--- src/core/scu_cfg.svh ---
`ifndef SCU_CFG_SVH
`define SCU_CFG_SVH

// ==========================================================
// register offsets
`define SCU_CTRL_OFF      12'h000
`define SCU_STATUS_OFF    12'h004
`define SCU_TX_OFF        12'h008
`define SCU_RX_OFF        12'h00C
`define SCU_CFG_BASE      12'h010
`define SCU_DIV_BASE      12'h020
`define SCU_REG_STRIDE    12'h004

// ==========================================================
// control register fields
`define SCU_CTRL_RSTN_BIT 0
`define SCU_CTRL_DIS_BIT  1
`define SCU_CTRL_SEL_LSB  2
`define SCU_CTRL_SEL_MSB  3

// ==========================================================
// status register fields
`define SCU_STAT_LVL_BIT  0
`define SCU_STAT_IRQ_BIT  1

// ==========================================================
// card config fields (layout matches scu_card_cfg_s)
`define SCU_CFG_MSB       9
`define SCU_CFG_ACT_BIT   9

// ==========================================================
// reset values
`define SCU_CTRL_RST      4'h0
`define SCU_CFG_RST       10'h000
`define SCU_DIV_RST       8'h0C
`define SCU_TX_RST        8'h00
`define SCU_RX_RST        8'h00

// ==========================================================
// prescaler terminal counts (count runs 0..N-1)
`define SCU_PSC31_LAST    5'h1E
`define SCU_PSC32_LAST    5'h1F

`endif

--- src/core/scu_pkg.sv ---
package scu_pkg;

   // ==========================================================
   // per-card configuration, bit 0 is the sync select
   typedef struct packed {
      logic       active;
      logic       prescaleSel;
      logic       uartClockDoubleSel;
      logic [2:0] cardClockDivider;
      logic       clockStopLevel;
      logic       clockStop;
      logic       manualClock;
      logic       syncSel;
   } scu_card_cfg_s;

   // ==========================================================
   // card served by the single uart
   typedef enum logic [1:0] {
      SCU_CARD_A,
      SCU_CARD_B,
      SCU_CARD_AUX
   } scu_card_e;

endpackage

--- src/core/scu_if.sv ---
`timescale 1ns/1ps
`default_nettype none

// ==========================================================
// card clock generator link
interface scu_clk_if;
   logic [2:0] divider;
   logic       cardClk;
   logic       risePulse;
   logic       dblPulse;
   modport gen  (input divider, output cardClk, output risePulse, output dblPulse);
   modport user (output divider, input cardClk, input risePulse, input dblPulse);
endinterface

// ==========================================================
// etu generator link
interface scu_etu_if;
   logic       enable;
   logic       srcRise;
   logic       srcDbl;
   logic       dividerZero;
   logic       doubleSel;
   logic       prescaleSel;
   logic [7:0] reload;
   logic       etuTick;
   modport gen  (input enable, input srcRise, input srcDbl, input dividerZero,
                 input doubleSel, input prescaleSel, input reload, output etuTick);
   modport user (output enable, output srcRise, output srcDbl, output dividerZero,
                 output doubleSel, output prescaleSel, output reload, input etuTick);
endinterface

`default_nettype wire

--- src/core/scu_card_clk.sv ---
`timescale 1ns/1ps
`default_nettype none
`include "scu_cfg.svh"

module scu_card_clk (
   input  wire logic clk,
   input  wire logic rst,
   scu_clk_if.gen    cif
);

   logic [7:0] cnt;
   logic [7:0] halfLast;
   logic       lvl;
   logic       rise;
   logic       dbl;

   // ==========================================================
   // half period of 2^divider system cycles
   always_comb begin
      halfLast = 8'((9'h001 << cif.divider) - 9'h001);
   end

   always_ff @(posedge clk or posedge rst) begin
      if (rst) begin
         cnt  <= 8'h00;
         lvl  <= 1'b0;
         rise <= 1'b0;
         dbl  <= 1'b0;
      end else begin
         rise <= 1'b0;
         dbl  <= 1'b0;
         if (cnt >= halfLast) begin
            cnt  <= 8'h00;
            lvl  <= ~lvl;
            rise <= ~lvl;
            // doubled rate only exists off the fastest setting
            dbl  <= (cif.divider != 3'h0) ? 1'b1 : ~lvl;
         end else begin
            cnt <= cnt + 8'h01;
         end
      end
   end

   assign cif.cardClk   = lvl;
   assign cif.risePulse = rise;
   assign cif.dblPulse  = dbl;

endmodule

`default_nettype wire

--- src/core/scu_etu_gen.sv ---
`timescale 1ns/1ps
`default_nettype none
`include "scu_cfg.svh"

module scu_etu_gen #(
   parameter int DIV_W = 8
) (
   input  wire logic clk,
   input  wire logic rst,
   scu_etu_if.gen    eif
);

   logic             src;
   logic [4:0]       psCnt;
   logic [4:0]       psLast;
   logic             psTick;
   logic [DIV_W-1:0] downCnt;
   logic             tick;

   // ==========================================================
   // source select and prescaler
   always_comb begin
      src    = (eif.doubleSel && !eif.dividerZero) ? eif.srcDbl : eif.srcRise;
      psLast = eif.prescaleSel ? `SCU_PSC32_LAST : `SCU_PSC31_LAST;
      psTick = src && (psCnt == psLast);
   end

   always_ff @(posedge clk or posedge rst) begin
      if (rst) begin
         psCnt <= 5'h00;
      end else if (!eif.enable) begin
         psCnt <= 5'h00;
      end else if (src) begin
         psCnt <= psTick ? 5'h00 : psCnt + 5'h01;
      end
   end

   // ==========================================================
   // autoreload down counter, a reload of 0 acts as 1
   always_ff @(posedge clk or posedge rst) begin
      if (rst) begin
         downCnt <= '0;
         tick    <= 1'b0;
      end else if (!eif.enable) begin
         downCnt <= '0;
         tick    <= 1'b0;
      end else begin
         tick <= 1'b0;
         if (psTick) begin
            if (downCnt <= DIV_W'(1)) begin
               downCnt <= DIV_W'(eif.reload);
               tick    <= 1'b1;
            end else begin
               downCnt <= downCnt - DIV_W'(1);
            end
         end
      end
   end

   assign eif.etuTick = tick;

endmodule

`default_nettype wire

--- src/core/scu_top.sv ---
// Decided for this implementation: the APB slave port and the address map.
`timescale 1ns/1ps
`default_nettype none
`include "scu_cfg.svh"


module scu_top #(
   parameter int NCARD = 3,
   parameter int NCLK  = 2
) (
   input  wire logic             clk,
   input  wire logic             rst,
   input  wire logic             psel,
   input  wire logic             penable,
   input  wire logic             pwrite,
   input  wire logic [11:0]      paddr,
   input  wire logic [31:0]      pwdata,
   output logic      [31:0]      prdata,
   output logic                  pready,
   output logic                  pslverr,
   input  wire logic [NCARD-1:0] cardIoIn,
   output logic      [NCARD-1:0] cardIoOut,
   output logic      [NCARD-1:0] cardIoOe,
   output logic      [NCLK-1:0]  cardClkPin,
   input  wire logic             auxIrqIn,
   output logic                  hostIrq,
   output logic                  uartRstOut,
   output logic      [7:0]       uartTxData,
   input  wire logic             uartTxBit,
   input  wire logic             uartTxEn,
   input  wire logic [7:0]       uartRxByte,
   input  wire logic             uartRxValid,
   output logic                  selIoIn,
   output logic                  etuTick
);

   // ==========================================================
   // declarations
   logic                 uartRstN;
   logic                 disAux;
   scu_pkg::scu_card_e   cardSel;
   logic [`SCU_CFG_MSB:0] cardCfgReg [NCARD];
   logic [7:0]           etuDiv [NCARD];
   logic [7:0]           txReg;
   logic [7:0]           rxReg;
   logic                 auxLvl;
   logic                 auxPrev;
   logic                 irqFlag;
   logic                 wrEn;
   logic                 rdEn;
   logic                 mapped;
   logic [31:0]          rdData;
   logic [NCARD-1:0]     cfgHit;
   logic [NCARD-1:0]     divHit;
   logic [NCARD-1:0]     actRise;
   logic                 selIo;
   scu_pkg::scu_card_cfg_s selCfg;
   logic [2:0]           clkRise;
   logic [2:0]           clkDbl;
   logic [2:0]           clkLvl;

   scu_etu_if eif ();

   // ==========================================================
   // address decode helper
   function automatic logic hit(input logic [11:0] addr, input logic [11:0] off);
      hit = (addr[11:2] == off[11:2]);
   endfunction

   function automatic logic [11:0] cardOff(input logic [11:0] base, input int idx);
      cardOff = base + 12'(idx * 4);
   endfunction

   // ==========================================================
   // apb slave, answer one cycle into the access phase
   always_comb begin
      wrEn = psel && penable && pready && pwrite;
      rdEn = psel && penable && !pready && !pwrite;
   end

   always_ff @(posedge clk or posedge rst) begin
      if (rst) begin
         pready <= 1'b0;
      end else begin
         pready <= psel && penable && !pready;
      end
   end

   always_comb begin
      rdData = 32'h0000_0000;
      mapped = 1'b0;
      if (hit(paddr, `SCU_CTRL_OFF)) begin
         mapped = 1'b1;
         rdData[`SCU_CTRL_RSTN_BIT] = uartRstN;
         rdData[`SCU_CTRL_DIS_BIT]  = disAux;
         rdData[`SCU_CTRL_SEL_MSB:`SCU_CTRL_SEL_LSB] = cardSel;
      end else if (hit(paddr, `SCU_STATUS_OFF)) begin
         mapped = 1'b1;
         rdData[`SCU_STAT_LVL_BIT] = auxLvl;
         rdData[`SCU_STAT_IRQ_BIT] = irqFlag;
      end else if (hit(paddr, `SCU_TX_OFF)) begin
         mapped = 1'b1;
         rdData[7:0] = txReg;
      end else if (hit(paddr, `SCU_RX_OFF)) begin
         mapped = 1'b1;
         rdData[7:0] = rxReg;
      end
      for (int i = 0; i < NCARD; i++) begin
         if (cfgHit[i]) begin
            mapped = 1'b1;
            rdData[`SCU_CFG_MSB:0] = cardCfgReg[i];
         end
         if (divHit[i]) begin
            mapped = 1'b1;
            rdData[7:0] = etuDiv[i];
         end
      end
   end

   always_ff @(posedge clk or posedge rst) begin
      if (rst) begin
         prdata  <= 32'h0000_0000;
         pslverr <= 1'b0;
      end else begin
         prdata  <= rdEn ? rdData : 32'h0000_0000;
         pslverr <= psel && penable && !pready && !mapped;
      end
   end

   // ==========================================================
   // control register and card selection
   always_ff @(posedge clk or posedge rst) begin
      if (rst) begin
         uartRstN <= 1'(`SCU_CTRL_RST >> `SCU_CTRL_RSTN_BIT);
         disAux   <= 1'b0;
         cardSel  <= scu_pkg::SCU_CARD_A;
      end else if (wrEn) begin
         if (hit(paddr, `SCU_CTRL_OFF)) begin
            uartRstN <= pwdata[`SCU_CTRL_RSTN_BIT];
            disAux   <= pwdata[`SCU_CTRL_DIS_BIT];
            cardSel  <= scu_pkg::scu_card_e'(pwdata[`SCU_CTRL_SEL_MSB:`SCU_CTRL_SEL_LSB]);
         end
         for (int i = 0; i < NCARD; i++) begin
            if (actRise[i]) begin
               cardSel <= scu_pkg::scu_card_e'(2'(i));
            end
         end
      end
   end

   // ==========================================================
   // per-card config and divider registers
   genvar g;
   generate
      for (g = 0; g < NCARD; g++) begin : gCard
         always_comb begin
            cfgHit[g]  = hit(paddr, cardOff(`SCU_CFG_BASE, g));
            divHit[g]  = hit(paddr, cardOff(`SCU_DIV_BASE, g));
            actRise[g] = cfgHit[g] && pwdata[`SCU_CFG_ACT_BIT] && !cardCfgReg[g][`SCU_CFG_ACT_BIT];
         end

         always_ff @(posedge clk or posedge rst) begin
            if (rst) begin
               cardCfgReg[g] <= `SCU_CFG_RST;
               etuDiv[g]     <= `SCU_DIV_RST;
            end else if (wrEn) begin
               if (cfgHit[g]) begin
                  cardCfgReg[g] <= pwdata[`SCU_CFG_MSB:0];
               end
               if (divHit[g]) begin
                  etuDiv[g] <= pwdata[7:0];
               end
            end
         end
      end
   endgenerate

   // ==========================================================
   // card clock generators, one per interface
   generate
      for (g = 0; g < NCARD; g++) begin : gClk
         scu_clk_if cif ();
         scu_pkg::scu_card_cfg_s cfg;
         assign cfg         = scu_pkg::scu_card_cfg_s'(cardCfgReg[g]);
         assign cif.divider = cfg.cardClockDivider;
         assign clkRise[g]  = cif.risePulse;
         assign clkDbl[g]   = cif.dblPulse;
         assign clkLvl[g]   = cif.cardClk;

         scu_card_clk uClk (
            .clk (clk),
            .rst (rst),
            .cif (cif)
         );
      end
   endgenerate

   // ==========================================================
   // pin drivers; unselected lines float to the external pull-up
   generate
      for (g = 0; g < NCARD; g++) begin : gPin
         scu_pkg::scu_card_cfg_s cfg;
         logic                   mine;
         assign cfg  = scu_pkg::scu_card_cfg_s'(cardCfgReg[g]);
         assign mine = (cardSel == scu_pkg::scu_card_e'(2'(g)));

         always_ff @(posedge clk or posedge rst) begin
            if (rst) begin
               cardIoOut[g] <= 1'b1;
               cardIoOe[g]  <= 1'b0;
            end else if (!mine || !cfg.active || !uartRstN) begin
               cardIoOut[g] <= 1'b1;
               cardIoOe[g]  <= 1'b0;
            end else if (cfg.syncSel) begin
               cardIoOut[g] <= txReg[0];
               cardIoOe[g]  <= 1'b1;
            end else begin
               cardIoOut[g] <= uartTxBit;
               cardIoOe[g]  <= uartTxEn;
            end
         end

         // aux has no clock pin, so its manual clock bit goes nowhere
         if (g < NCLK) begin : gClkPin
            always_ff @(posedge clk or posedge rst) begin
               if (rst) begin
                  cardClkPin[g] <= 1'b0;
               end else if (!cfg.active) begin
                  cardClkPin[g] <= 1'b0;
               end else if (cfg.syncSel) begin
                  cardClkPin[g] <= cfg.manualClock;
               end else if (cfg.clockStop) begin
                  cardClkPin[g] <= cfg.clockStopLevel;
               end else begin
                  cardClkPin[g] <= clkLvl[g];
               end
            end
         end
      end
   endgenerate

   // ==========================================================
   // uart data registers
   always_comb begin
      selCfg = scu_pkg::scu_card_cfg_s'(cardCfgReg[cardSel]);
      selIo  = cardIoIn[cardSel];
   end

   always_ff @(posedge clk or posedge rst) begin
      if (rst) begin
         txReg <= `SCU_TX_RST;
      end else if (!uartRstN) begin
         txReg <= `SCU_TX_RST;
      end else if (wrEn && hit(paddr, `SCU_TX_OFF)) begin
         txReg <= pwdata[7:0];
      end
   end

   always_ff @(posedge clk or posedge rst) begin
      if (rst) begin
         rxReg <= `SCU_RX_RST;
      end else if (!uartRstN) begin
         rxReg <= `SCU_RX_RST;
      end else if (selCfg.syncSel) begin
         rxReg <= {7'h00, selIo};
      end else if (uartRxValid) begin
         rxReg <= uartRxByte;
      end
   end

   always_ff @(posedge clk or posedge rst) begin
      if (rst) begin
         uartRstOut <= 1'b1;
         uartTxData <= 8'h00;
         selIoIn    <= 1'b1;
      end else begin
         uartRstOut <= ~uartRstN;
         uartTxData <= txReg;
         selIoIn    <= selIo;
      end
   end

   // ==========================================================
   // aux interrupt handshake; a new edge beats a clear
   always_ff @(posedge clk or posedge rst) begin
      if (rst) begin
         auxLvl  <= 1'b0;
         auxPrev <= 1'b0;
      end else begin
         auxLvl  <= auxIrqIn;
         auxPrev <= auxLvl;
      end
   end

   always_ff @(posedge clk or posedge rst) begin
      if (rst) begin
         irqFlag <= 1'b0;
      end else if ((auxLvl != auxPrev) && !disAux) begin
         irqFlag <= 1'b1;
      end else if (wrEn && hit(paddr, `SCU_STATUS_OFF) && pwdata[`SCU_STAT_IRQ_BIT]) begin
         irqFlag <= 1'b0;
      end
   end

   always_ff @(posedge clk or posedge rst) begin
      if (rst) begin
         hostIrq <= 1'b0;
      end else begin
         hostIrq <= irqFlag;
      end
   end

   // ==========================================================
   // etu generation for the served card
   assign eif.enable      = uartRstN;
   assign eif.srcRise     = clkRise[cardSel];
   assign eif.srcDbl      = clkDbl[cardSel];
   assign eif.dividerZero = (selCfg.cardClockDivider == 3'h0);
   assign eif.doubleSel   = selCfg.uartClockDoubleSel;
   assign eif.prescaleSel = selCfg.prescaleSel;
   assign eif.reload      = etuDiv[cardSel];
   assign etuTick         = eif.etuTick;

   scu_etu_gen #(
      .DIV_W (8)
   ) uEtu (
      .clk (clk),
      .rst (rst),
      .eif (eif)
   );

endmodule

`default_nettype wire

--- config.mk ---
export PLATFORM = sky130hd
export DESIGN_NAME = scu_top
export DESIGN_NICKNAME = d
export VERILOG_FILES = /design/src/core/scu_pkg.sv /design/src/core/scu_if.sv /design/src/core/scu_card_clk.sv /design/src/core/scu_etu_gen.sv /design/src/core/scu_top.sv
export VERILOG_INCLUDE_DIRS = /design/src /design/src/core
export SDC_FILE = /design/constraint.sdc
export NUM_CORES = 1
export LEC_CHECK = 0
export BUFFER_PORTS_ARGS = -buffer_cell sky130_fd_sc_hd__buf_2
export CORE_MARGIN = 8
export CORE_UTILIZATION = 55
export CTS_CLUSTER_DIAMETER = 40
export DETAILED_ROUTE_END_ITERATION = 7
export PLACE_DENSITY = 0.76
export SYNTH_ARGS = -nofsm -noshare
export SYNTH_HDL_FRONTEND = slang
export SYNTH_SLANG_ARGS = --single-unit
--- constraint.sdc ---
create_clock -name clk -period 5.5 [get_ports clk]
set_input_delay 0 -clock clk [delete_from_list [all_inputs] [get_ports clk]]
set_output_delay 0 -clock clk [all_outputs]
set_load 0.02 [all_outputs]
Yosys cells after proc, flatten, opt, wreduce, memory -nomap -nowiden:

Index checks and enable logic that the tools add are counted.

* bits of input ports: 64
* register bits after elaboration: 155

* reductions and logical operators: 52
* bitwise logic cells: 5
* add/sub/neg operators: 8
* eq/ne operators: 17
* shifts and indexed selects: 3
* $lt $le $gt $ge: 6
* multiplexer cells: 90

Operator list (count)
* $mux W8: 20
* $mux W1: 47
* $mux W10: 4
* $sub A8 B1 Y8 const B: 4
* $eq A10 B3 Y1 const B: 3
* $eq A10 B4 Y1 const B: 3
* $add A8 B1 Y8 const B: 3
* $ge A8 B8 Y1: 3
* $shl A1 B3 Y8 const A: 3
* $bmux W10 S2: 1
* $eq A10 B2 Y1 const B: 2
* $logic_and A1 B1 Y1: 18
* $mux W9: 2
* $bmux W8 S2: 1
* $reduce_and A2 Y1: 8
* $mux W5: 3
* $logic_not A1 Y1: 12
* $mux W6: 2
* $eq A10 B1 Y1 const B: 1
* $logic_not A10 Y1: 1
* $mux W2: 5
* $reduce_bool A3 Y1: 3
* $le A8 B1 Y1 const B: 1
* $mux W4: 2
* 17 further kinds: 29

Logic depth before layout (Yosys ltp):

Gate-level depths: netlist of run 1.

* depth after elaboration: 15
* mapped depth: 13
* gate-level depth less buffers: 11

By module:

A second synthesis of run 1 with hierarchy kept.

* cells, all modules: 832
* area total of the unflattened synthesis: 8787.2 um^2

By module, submodules not included
* scu_top: sequential area each 2716.4 um^2, area each 5552.8 um^2, cells each 505, instances 1
* scu_card_clk at gClk[0].uClk ...: sequential area each 275.3 um^2, area each 768.2 um^2, cells each 75, instances 2
* scu_etu_gen: sequential area each 350.3 um^2, area each 955.9 um^2, cells each 105, instances 1
* scu_card_clk at gClk[1].uClk: sequential area each 275.3 um^2, area each 742.0 um^2, cells each 72, instances 1

Least setup slack after synthesis of run 1:

Ideal clock, no wire load.

* path type: reg-to-reg
* from: register cardCfgReg, in the netlist gClk[2].cfg[4]
* to: register gClk[2].uClk.lvl
* stages on the path, launching flop included: 14
* clock period less this slack: 2.802 ns
* path buffers: 3
* path slack: 2.698 ns
* data required time: 5.369 ns
* data arrival time: 2.671 ns
* cells stage by stage: dfrtp_1 > buf_2 > or3_1 > ha_1 > clkbuf_1 > xor2_1 > nor2_1 > a21oi_1 > ha_1 > a211o_1 > a211oi_1 > o31ai_1 > clkbuf_1 > xnor2_1

* cells in the longest elaborated chain, start to end: 3

RTL lines
* start: declaration: RTL line scu_top.sv:42 `` logic [`SCU_CFG_MSB:0] cardCfgReg [NCARD]; ``
* start signal: indexed assignment: RTL line scu_top.sv:164 `` cardCfgReg[g] <= `SCU_CFG_RST; ``
* start signal: indexed assignment: RTL line scu_top.sv:168 `` cardCfgReg[g] <= pwdata[`SCU_CFG_MSB:0]; ``
* $shl A1 B3 Y8: RTL line scu_card_clk.sv:20 `halfLast = 8'((9'h001 << cif.divider) - 9'h001);`
* $sub A8 B1 Y8: RTL line scu_card_clk.sv:20
* $ge A8 B8 Y1: RTL line scu_card_clk.sv:32 `if (cnt >= halfLast) begin`
* end signal: assignment: RTL line scu_card_clk.sv:34 `lvl <= ~lvl;`
* end: declaration: RTL line scu_card_clk.sv:13 `logic lvl;`

Every way passes these cells.
A chain may end at the register's enable or synchronous reset.

Worst setup path after layout of run 1:

* from: register cardSel[0]
* to: register uEtu.downCnt[5]

* cells in the longest elaborated chain, start to end: 10
* elaborated cells on any way between the ends: 22
* those cells by class: 2 x eq/ne; 15 x mux; 1 x bitwise; 4 x reduce/logical

RTL lines
* start: declaration: RTL line scu_top.sv:41 `scu_pkg::scu_card_e cardSel;`
* start signal: assignment: RTL line scu_top.sv:136 `cardSel <= scu_pkg::SCU_CARD_A;`
* start signal: assignment: RTL line scu_top.sv:141 `` cardSel <= scu_pkg::scu_card_e'(pwdata[`SCU_CTRL_SEL_MSB:`SCU_CTRL_SEL_LSB]); ``
* start signal: assignment: RTL line scu_top.sv:145 `cardSel <= scu_pkg::scu_card_e'(2'(i));`
* $not A2 Y3 (implied by the code): RTL line scu_top.sv:245, scu_top.sv:321
* $bmux W10 S2: RTL line scu_top.sv:245 `selCfg = scu_pkg::scu_card_cfg_s'(cardCfgReg[cardSel]);`
* $mux W9 (implied by the code) (2 in a row): RTL line scu_top.sv:245
* $logic_not A3 Y1: RTL line scu_top.sv:318 `assign eif.dividerZero = (selCfg.cardClockDivider == 3'h0);`
* $logic_not A1 Y1: RTL line scu_etu_gen.sv:23 `src = (eif.doubleSel && !eif.dividerZero) ? eif.srcDbl : eif.srcRise;`
* $logic_and A1 B1 Y1: RTL line scu_etu_gen.sv:23
* $mux W1: RTL line scu_etu_gen.sv:23
* $logic_and A1 B1 Y1: RTL line scu_etu_gen.sv:25 `psTick = src && (psCnt == psLast);`
* $ne A2 B1 Y1 (no line)
* end signal: assignment: RTL line scu_etu_gen.sv:51 `downCnt <= DIV_W'(eif.reload);`
* end signal: assignment: RTL line scu_etu_gen.sv:54 `downCnt <= downCnt - DIV_W'(1);`
* end: declaration: RTL line scu_etu_gen.sv:17 `logic [DIV_W-1:0] downCnt;`

Several ways; a longest one is shown, not always the timed one. The select of a mux whose other input is x is not followed.

==> results of run 1 <==
## routing by layer
| metal | wire length [microns] | vias up | GRT usage [%] |
|---|---|---|---|
| li1 | - | 3044 | - |
| met1 | 8420 | 3234 | 26.3 |
| met2 | 10300 | 256 | 37.4 |
| met3 | 1400 | 50 | 5.58 |
| met4 | 576 | 0 | 9.82 |
| met5 | 0 | - | 0 |
## cell usage after synthesis, types with 4 or more instances
library cell	instances	area share (%)
ha_1	33	5.0
or3_1	7	0.53
clkbuf_1	25	1.1
dfstp_2	11	3.5
nor2b_1	5	0.38
a2bb2oi_1	4	0.42
nand2b_1	5	0.38
or4_1	5	0.45
nor3_1	18	1.1
mux2_2	59	8.0
a21oi_1	39	2.4
mux2i_1	43	5.2
o21a_1	4	0.36
o22a_1	4	0.42
dfrtp_1	144	43
o22ai_1	15	1.1
a21o_1	9	0.82
and2_1	5	0.38
nor2_1	80	3.6
nand2_1	54	2.4
xnor2_1	12	1.3
a221oi_1	5	0.53
o211a_1	5	0.60
and3_1	6	0.45
o31ai_1	7	0.63
nand4_1	7	0.53
a31oi_1	4	0.30
nand3_1	29	1.8
xor2_1	16	1.7
inv_1	26	1.2
buf_4	24	2.2
o21ai_0	47	2.8
## worst max-delay path: cells and delay by family, from the launching register on
family	cells	cell delay [ps]
compound gates	3	940
buf+inv	1	330
flops	1	610
simple gates	3	1390
## cells by family after synthesis
kind of cell / Yosys count
AOI/OAI and AO/OA: 165
xor gates and xnor gates: 28
adders and majority gates: 33
buffers and inverters: 81
DFF: 155
muxes: 102
other: 2
and+or+nand+nor: 240
## where the power goes
group	internal [mW]	switching, mW	leakage [nW]	total [mW]
registers	1.21	0.0599	2.09	1.27
logic	0.176	0.230	2.21	0.406
clock network	0.817	0.467	0.311	1.28
total	2.20	0.757	4.61	2.96
## worst max-delay path by stage
stage / start / endpoint / slack, ps / cells past startpoint
after floorplan: rst / auxLvl / 1340 / 1
after global placement: cardSel[0] / uEtu.downCnt[5] / 2270 / 7
after detailed placement: cardSel[0] / uEtu.psCnt[3] / 2210 / 7
after CTS: cardSel[0] / uEtu.psCnt[3] / 2170 / 7
after global routing: cardSel[0] / uEtu.psCnt[3] / 1960 / 7
final: cardSel[0] / uEtu.downCnt[5] / 2140 / 7
## area by class of cell
class                      count  area [sq um]
multi-input combinational    593          4070
timing repair buffer         108           706
sequential                   155          3890
inverter                      26           103
fill                        1178          5330
tap                          188           235
clock buffer                  21           450
clock inverter                11           194
## stage by stage
step / setup WS [ps] / instances / instance area, sq um
detailed placement: 2210 / 1041 / 8710
global route: 1960 / 1102 / 9650
CTS: 2170 / 1102 / 9650
finish: 2140 / 1102 / 9650
floorplan: 1340 / 829 / 8370
global placement: 2270 / 1041 / 8710
## state kept, by name, summed over array words and instances (netlist names), 2 cells and up
signal and cells:
gClk.uClk.cif.dblPulse 3, txReg 8, uartTxData 8, rxReg 8, prdata 10, cardSel 2, gClk.cfg 30, cardIoOe 3
uEtu.downCnt 8, cardClkPin 2, etuDiv 24, gClk.uClk.cif.risePulse 3, cardIoOut 3, gClk.uClk.cif.cardClk 3, uEtu.psCnt 5, gClk.uClk.cnt 24
==> run_results.csv, run 1 <==
group,metric,value,unit
global_routing,grt_pass1_wl,34.1,mm
logic_synthesis,synth-edff-count,0,
clocking,ctsHoldBuffers,29,
global_routing,grt_usage,22.1,%
detailed_routing,ant_nets,0,
worst_setup_path,r2r_start,"cardSel[0]",
detailed_routing,routedWlPerCell,18.8,microns
logic_synthesis,synth.area.mux_share,13.2,%
timing,setup_tns,0,ps
logic_synthesis,synth-xor-area-share,2.96,%
run_status,outcome,"complete, no violations",
logic_synthesis,synth.cell_area,8290,sq um
clocking,cts_tree,"built",
job,drv_cap,0,
global_routing,grt_pass1_vias,6628,
timing,worst_pin_slew,1040,ps
global_routing,grt_max_degree,115,
clocking,insertion_delay,430,ps
floorplan,rows,45,
logic_synthesis,ys.flop_type,"dfrtp_1",
logic_synthesis,synth_top_family_by_area,"simple AND/OR/NAND/NOR gates",
worst_setup_path,cpMaxStageDelayCell,"dfrtp_1",
worst_setup_path,r2r_end,"uEtu.downCnt[5]",
logic_synthesis,ys_seq_area_share,47.0,%
place,portBuffers,71,
detailed_routing,post_drt_via_cell_ratio,5.97,
clocking,clk_path_buf_depth,2,
clocking,clkSinkCount,155,
detailed_routing,drt_iter0_markers,637,
worst_setup_path,crit_arrival,3710,ps
cells_and_area,layout_common_cells,"dfrtp_1, nor2_1, buf_2",
logic_synthesis,yosys.area_share.simple,13.9,%
min_path,min_path_cells,3,
power_and_ir_drop,p_per_area,307,nW/um^2
clocking,clockRootBuffer,"clkbuf_16",
cells_and_area,area_growth,16.4,%
power_and_ir_drop,power.total,2.96,mW
logic_synthesis,synth.avg_cell_area,10.3,sq um
place,dp_hpwl,13.8,mm
timing,hold_ws,29.8,ps
logic_synthesis,ys_types,63,
timing,hold_viol,0,
cells_and_area,n_antenna_cell,0,
worst_setup_path,crit_chain,"buf_4 > and2b_1 > a222oi_1 > o221ai_1 > nand3_4 > or4_1 > a21oi_1",
detailed_routing,drcViolationCount,0,
timing,slew_viol_final,0,
clocking,post_cts_buffers,0,
cells_and_area,final_nets,998,
worst_setup_path,rrSetupSlack,2140,ps
timing,rsz0062_at_grt,"false",
floorplan,start_util,55.3,%
worst_setup_path,crit_required,5850,ps
detailed_routing,dr.pass1.iters,5,
timing,fmax,298,MHz
min_path,hold_class,"input port to register",
timing,finalCritPeriodShare,61.0,%
timing,maxSlewHeadroom,30.5,%
worst_setup_path,endpoint_kind,"register",
logic_synthesis,synth-compound-area-share,12.9,%
worst_setup_path,crit_path_max_incr_delay,610,ps
clocking,htree_levels,4,
power_and_ir_drop,ir_drop,301,uV
global_routing,antenna_found_initial,0,
timing,finClkSkew,9.42,ps
logic_synthesis,synth_warnings,0,
worst_setup_path,ff2ff_path_depth,7,
clocking,post_cts_resized,0,
worst_setup_path,criticalPathCategory,"register to register",
detailed_routing,finalWirelength,20.7,mm
timing,setup_viol_count_final,0,
global_routing,overflow,0,
cells_and_area,final_common_cell,"dfrtp_1",
floorplan,die_h,139,microns
worst_setup_path,worstPathMaxFanout,14,
logic_synthesis,synthAdderAreaFrac,4.98,%
power_and_ir_drop,p_leak,4.61,nW
timing,layout_min_cycle_time,3360,ps
cells_and_area,final_util,64.4,%
floorplan,die_width,139,microns
floorplan,core_region_area,15000,sq um
floorplan,pin_count,118,
detailed_routing,vias,6584,
cells_and_area,layout-drive-gt1-share,20.7,%
logic_synthesis,yosys_register_bits,155,
clocking,path_clk_slew,60,ps
floorplan,dieArea,19200,sq um
logic_synthesis,async_reset_ff_share,100,%
min_path,holdPathEnd,"rxReg[1]",
min_path,hold_start,"uartRxValid",
logic_synthesis,syn-instance-count,806,
worst_setup_path,start_kind,"register",
clocking,cts_buffers,17,
place,gp_congestion,0.907,
No activity file was read; power rests on OpenSTA's default activity.
==> run 2: changes to the inputs <==
--- a/config.mk
+++ b/config.mk
@@ -8,10 +8,10 @@
 export LEC_CHECK = 0
 export BUFFER_PORTS_ARGS = -buffer_cell sky130_fd_sc_hd__buf_2
 export CORE_MARGIN = 8
-export CORE_UTILIZATION = 55
+export CORE_UTILIZATION = 52
 export CTS_CLUSTER_DIAMETER = 40
 export DETAILED_ROUTE_END_ITERATION = 7
-export PLACE_DENSITY = 0.76
+export PLACE_DENSITY = 0.75
 export SYNTH_ARGS = -nofsm -noshare
 export SYNTH_HDL_FRONTEND = slang
 export SYNTH_SLANG_ARGS = --single-unit
==> constraint.sdc (replaced) <==
create_clock -name clk -period 2.9 [get_ports clk]
set_input_delay 0 -clock clk [delete_from_list [all_inputs] [get_ports clk]]
set_output_delay 0 -clock clk [all_outputs]
set_load 0.02 [all_outputs]
==> run_results.csv, run 2 (synthesis results as in run 1) <==
group,metric,value,unit
timing,setup_viol_count_final,0,
detailed_routing,dr.pass1.iters,5,
clocking,clkSinkCount,155,
clocking,clockRootBuffer,"clkbuf_16",
worst_setup_path,worstPathMaxFanout,11,
worst_setup_path,crit_required,3210,ps
global_routing,grt_pass1_wl,33.4,mm
cells_and_area,final_common_cell,"dfrtp_1",
timing,layout_min_cycle_time,2720,ps
worst_setup_path,crit_path_max_incr_delay,370,ps
timing,slew_viol_final,0,
place,portBuffers,71,
worst_setup_path,path_buf_inv,1,
worst_setup_path,endpoint_kind,"register",
worst_setup_path,criticalPathCategory,"register to register",
clocking,clk_path_buf_depth,2,
cells_and_area,layout-drive-gt1-share,23.0,%
detailed_routing,drcViolationCount,0,
clocking,htree_levels,4,
clocking,cts_buffers,17,
worst_setup_path,crit_family,"compound AO/OA/AOI/OAI gates",
global_routing,grt_usage,21.0,%
job,drv_cap,0,
timing,finalCritPeriodShare,94.0,%
floorplan,rows,46,
cells_and_area,layout_common_cells,"dfrtp_1, nor2_1, buf_2",
global_routing,grt_pass1_vias,6511,
timing,finClkSkew,9.30,ps
worst_setup_path,cpMaxStageDelayCell,"dfrtp_1",
place,gp_congestion,0.902,
floorplan,pin_count,118,
power_and_ir_drop,power.total,5.38,mW
clocking,cts_tree,"built",
cells_and_area,final_area,9800,sq um
timing,hold_ws,25.2,ps
cells_and_area,final_nets,1018,
timing,maxSlewHeadroom,52.2,%
power_and_ir_drop,p_leak,4.69,nW
worst_setup_path,start_kind,"register",
floorplan,dieArea,20200,sq um
floorplan,start_util,52.7,%
detailed_routing,routedWlPerCell,18.0,microns
floorplan,core_region_area,15700,sq um
power_and_ir_drop,ir_drop,818,uV
place,dp_hpwl,14.9,mm
power_and_ir_drop,p_per_area,549,nW/um^2
global_routing,grt_max_degree,56,
global_routing,antenna_found_initial,0,
worst_setup_path,crit_chain,"buf_4 > nor2_1 > nand2_1 > ha_1 > nor3_1 > a21o_1 > a21oi_1 > ha_1 > a211o_1 > a211oi_1 > o31ai_4 > and2_1",
min_path,hold_class,"input port to register",
worst_setup_path,crit_arrival,3030,ps
cells_and_area,area_growth,18.2,%
detailed_routing,post_drt_via_cell_ratio,5.66,
cells_and_area,final_util,62.4,%
detailed_routing,finalWirelength,20.7,mm
detailed_routing,drt_iter0_markers,571,
detailed_routing,vias,6515,
place,placed_cell_area,8920,sq um
timing,hold_viol,0,
global_routing,overflow,0,
worst_setup_path,cp_common_cell,"ha_1",
clocking,insertion_delay,420,ps
run_status,outcome,"complete, no violations",
cells_and_area,largest_reg_flops,30,
floorplan,die_h,142,microns
timing,fmax,367,MHz
floorplan,die_width,142,microns
detailed_routing,ant_nets,0,
clocking,post_cts_buffers,0,
clocking,path_clk_slew,60,ps
timing,worst_pin_slew,711,ps
==> run 2: layer usage <==
metal,wire [microns],track usage (%),part of all wire (%)
met5,0,0,0
met4,379,7.01,1.8
met3,1370,5.50,6.6
met2,10400,35.4,50
met1,8590,25.6,41
==> run 2: power breakdown <==
part | total (mW) | internal [mW] | switching, mW
Combinational | 0.799 | 0.347 | 0.453
Clock | 2.17 | 1.29 | 0.880
Sequential | 2.41 | 2.30 | 0.117
Total | 5.38 | 3.93 | 1.45
==> run 2: layout make-up <==
| type | instances | area, sq um |
|---|---|---|
| repair buffers | 128 | 863 |
| multi-input cells | 593 | 4090 |
| inverters | 26 | 101 |
| clock buffers | 21 | 450 |
| well taps | 216 | 270 |
| fillers | 1288 | 5920 |
| clock inverters | 11 | 123 |
| flip-flops and latches | 155 | 3890 |
| diodes | 1 | 2.50 |
==> run 2: what timing repair did <==
item,in CTS,in global routing
hold endpoints to repair,110,0
endpoints found under the setup margin,11,23
resized for setup,1,4
hold buffers,27,0
==> run 2: worst min-delay path, cell delays in order <==
cell and delay [ps]:
buf_2 100, nand4_1 170, o21ai_0 120
==> run 2: final timing paths <==
path                                startpoint                         end  slack (ps)  depth (start not counted)
worst max-delay path            gClk[0].cfg[5]  gClk[0].uClk.cif.risePulse         180                         12
worst min-delay path                      psel                  cardSel[1]          30                          3
worst max register to register  gClk[0].cfg[5]  gClk[0].uClk.cif.risePulse         180                         12
worst min register to register        txReg[6]               uartTxData[6]         400                          0
max in group asynchronous                  rst         gClk[2].uClk.cnt[5]        1770                          4
min in group asynchronous                  rst               uEtu.psCnt[3]         180                          3
==> run 2: through the flow <==
| step | setup TNS, ps | instances | setup slack, ps |
|---|---|---|---|
| global route | -3.94 | 1150 | -3.94 |
| finish | 0 | 1151 | 175 |
| global placement | -731 | 1091 | -99.8 |
| detailed placement | -2290 | 1091 | -233 |
| CTS | 0 | 1150 | 61.2 |
| floorplan | 0 | 829 | 97.9 |
==> run 3: changes to the inputs <==
--- a/config.mk
+++ b/config.mk
@@ -11,7 +11,8 @@
 export CORE_UTILIZATION = 52
 export CTS_CLUSTER_DIAMETER = 40
 export DETAILED_ROUTE_END_ITERATION = 7
-export PLACE_DENSITY = 0.75
+export PLACE_DENSITY = 0.73
+export REMOVE_ABC_BUFFERS = 1
 export SYNTH_ARGS = -nofsm -noshare
 export SYNTH_HDL_FRONTEND = slang
 export SYNTH_SLANG_ARGS = --single-unit
==> run_results.csv, run 3 (synthesis results as in run 1) <==
group,metric,value,unit
clocking,path_clk_slew,60,ps
cells_and_area,largest_reg_flops,30,
detailed_routing,top_layer_used,"met4",
timing,layout_min_cycle_time,2760,ps
detailed_routing,routed-wl-met3,1.54,mm
worst_setup_path,cp_common_cell,"ha_1",
timing,fmax,362,MHz
global_routing,grt_max_degree,91,
run_status,outcome,"complete, no violations",
worst_setup_path,worstPathMaxFanout,8,
timing,finClkSkew,6.42,ps
floorplan,die_h,142,microns
place,gp_congestion,0.878,
floorplan,pin_count,118,
floorplan,dieArea,20200,sq um
cells_and_area,multi_input_area,4100,sq um
detailed_routing,met1_length,8.43,mm
detailed_routing,drt_iter0_markers,587,
power_and_ir_drop,internal_power,4.15,mW
global_routing,antenna_found_initial,0,
detailed_routing,ant_nets,0,
timing,worst_pin_slew,824,ps
timing,maxSlewHeadroom,44.6,%
timing,setup_viol_count_final,0,
clocking,clockRootBuffer,"clkbuf_16",
clocking,clk_path_buf_depth,2,
power_and_ir_drop,p_sw,1.46,mW
floorplan,rows,46,
job,drv_cap,0,
worst_setup_path,criticalPathCategory,"register to register",
cells_and_area,regArea,3890,sq um
worst_setup_path,crit_chain,"or3_4 > ha_1 > nor3_2 > a21o_1 > a21oi_1 > ha_1 > a211o_1 > a211oi_2 > o31ai_2 > buf_4 > nor2_1",
cells_and_area,n_antenna_cell,0,
cells_and_area,area_growth,19.1,%
worst_setup_path,crit_family,"compound AO/OA/AOI/OAI gates",
timing,slew_viol_final,0,
place,portBuffers,71,
detailed_routing,vias,6630,
floorplan,core_region_area,15700,sq um
global_routing,grt_usage,21.3,%
detailed_routing,wl_met2,10.1,mm
worst_setup_path,crit_arrival,3120,ps
power_and_ir_drop,p_per_area,569,nW/um^2
power_and_ir_drop,switching_share,26.1,%
min_path,hold_class,"input port to register",
cells_and_area,layout-drive-gt1-share,23.5,%
detailed_routing,routedWlPerCell,18.0,microns
worst_setup_path,endpoint_kind,"register",
worst_setup_path,crit_path_max_incr_delay,430,ps
clocking,insertion_delay,430,ps
power_and_ir_drop,ir_drop,548,uV
worst_setup_path,crit_required,3260,ps
detailed_routing,drcViolationCount,0,
power_and_ir_drop,p_leak,4.73,nW
global_routing,grt_pass1_vias,6557,
floorplan,die_width,142,microns
cells_and_area,final_nets,1020,
detailed_routing,post_drt_via_cell_ratio,5.76,
global_routing,grt_pass1_wl,33.7,mm
timing,hold_ws,33.4,ps
clocking,clkSinkCount,155,
global_routing,overflow,0,
worst_setup_path,start_kind,"register",
cells_and_area,layout_common_cells,"dfrtp_1, nor2_1, buf_2",
cells_and_area,fillers,1301,
detailed_routing,finalWirelength,20.8,mm
cells_and_area,final_util,62.8,%
worst_setup_path,path_buf_inv,1,
worst_setup_path,cpMaxStageDelayCell,"or3_4",
timing,finalCritPeriodShare,95.3,%
detailed_routing,dr.pass1.iters,5,
clocking,cts_tree,"built",
clocking,cts_buffers,17,
place,dp_hpwl,14.3,mm
timing,hold_viol,0,
power_and_ir_drop,comb_power_share,14.7,%
cells_and_area,final_common_cell,"dfrtp_1",
floorplan,start_util,52.7,%
power_and_ir_drop,seq_power_share,43.1,%
clocking,htree_levels,4,
power_and_ir_drop,p_clk_share,42.2,%
run 3: layer usage:
| metal | vias to the layer above | track usage (%) |
|---|---|---|
| met3 | 60 | 5.90 |
| met2 | 260 | 34.5 |
| met1 | 3230 | 26.2 |
| li1 | 3080 | - |
| met5 | - | 0 |
| met4 | 0 | 9.10 |
run 3: power groups by stage:
stage          sequential [mW]  clock [mW]  combinational [mW]
2_1_floorplan             2.42           0               0.517
3_3_place_gp              2.45           0               0.741
3_5_place_dp              2.46           0               0.762
4_1_cts                   2.42        2.42               0.804
5_1_grt                   2.44        2.51               0.933
6_report                  2.42        2.37               0.823
run 3: area by class of cell:
| cell class | count | area share, % |
|---|---|---|
| inverters | 26 | 1.04 |
| repair buffers | 130 | 8.88 |
| clock inverters | 10 | 1.66 |
| flip-flops and latches | 155 | 39.5 |
| well taps | 216 | 2.74 |
| multi-input cells | 593 | 41.5 |
| clock buffers | 22 | 4.71 |
run 3: what timing repair did:
item,in CTS,in global routing
resized for setup,1,5
hold buffers,26,0
setup endpoints to repair,5,18
setup buffers,0,0
endpoints found under the hold margin,166,0
run 3: path summary, 6_finish.rpt:
kind	slack (ps)	cells past startpoint	start	to
min in group asynchronous	280	3	rst	uEtu.eif.etuTick
max	140	11	gClk[0].cfg[4]	gClk[0].uClk.cnt[6]
min	30	3	uartRxValid	rxReg[3]
min reg2reg	400	0	txReg[3]	uartTxData[3]
max in group asynchronous	1800	4	rst	rxReg[1]
max reg2reg	140	11	gClk[0].cfg[4]	gClk[0].uClk.cnt[6]
run 3: worst reg2reg max path: cells and delay by family, from the launching register on:
kind                       cells  cell delay, ps
DFF                            1             370
adders and majority gates      2             490
AOI/OAI and AO/OA              5             940
buffers and inverters          1             190
and+or+nand+nor                3             710
run 3: per-stage QoR:
stage                     cells  TNS, ps  setup slack, ps  area (sq um)  power, mW
after floorplan             774  -182720            -1260          8060       2.93
after global placement     1094        0             58.1          8950       3.20
after detailed placement   1094    -34.8            -13.8          8950       3.22
after CTS                  1152        0             49.6          9840       5.64
after global routing       1152    -60.0            -24.9          9860       5.88
final                      1152        0              137          9860       5.62
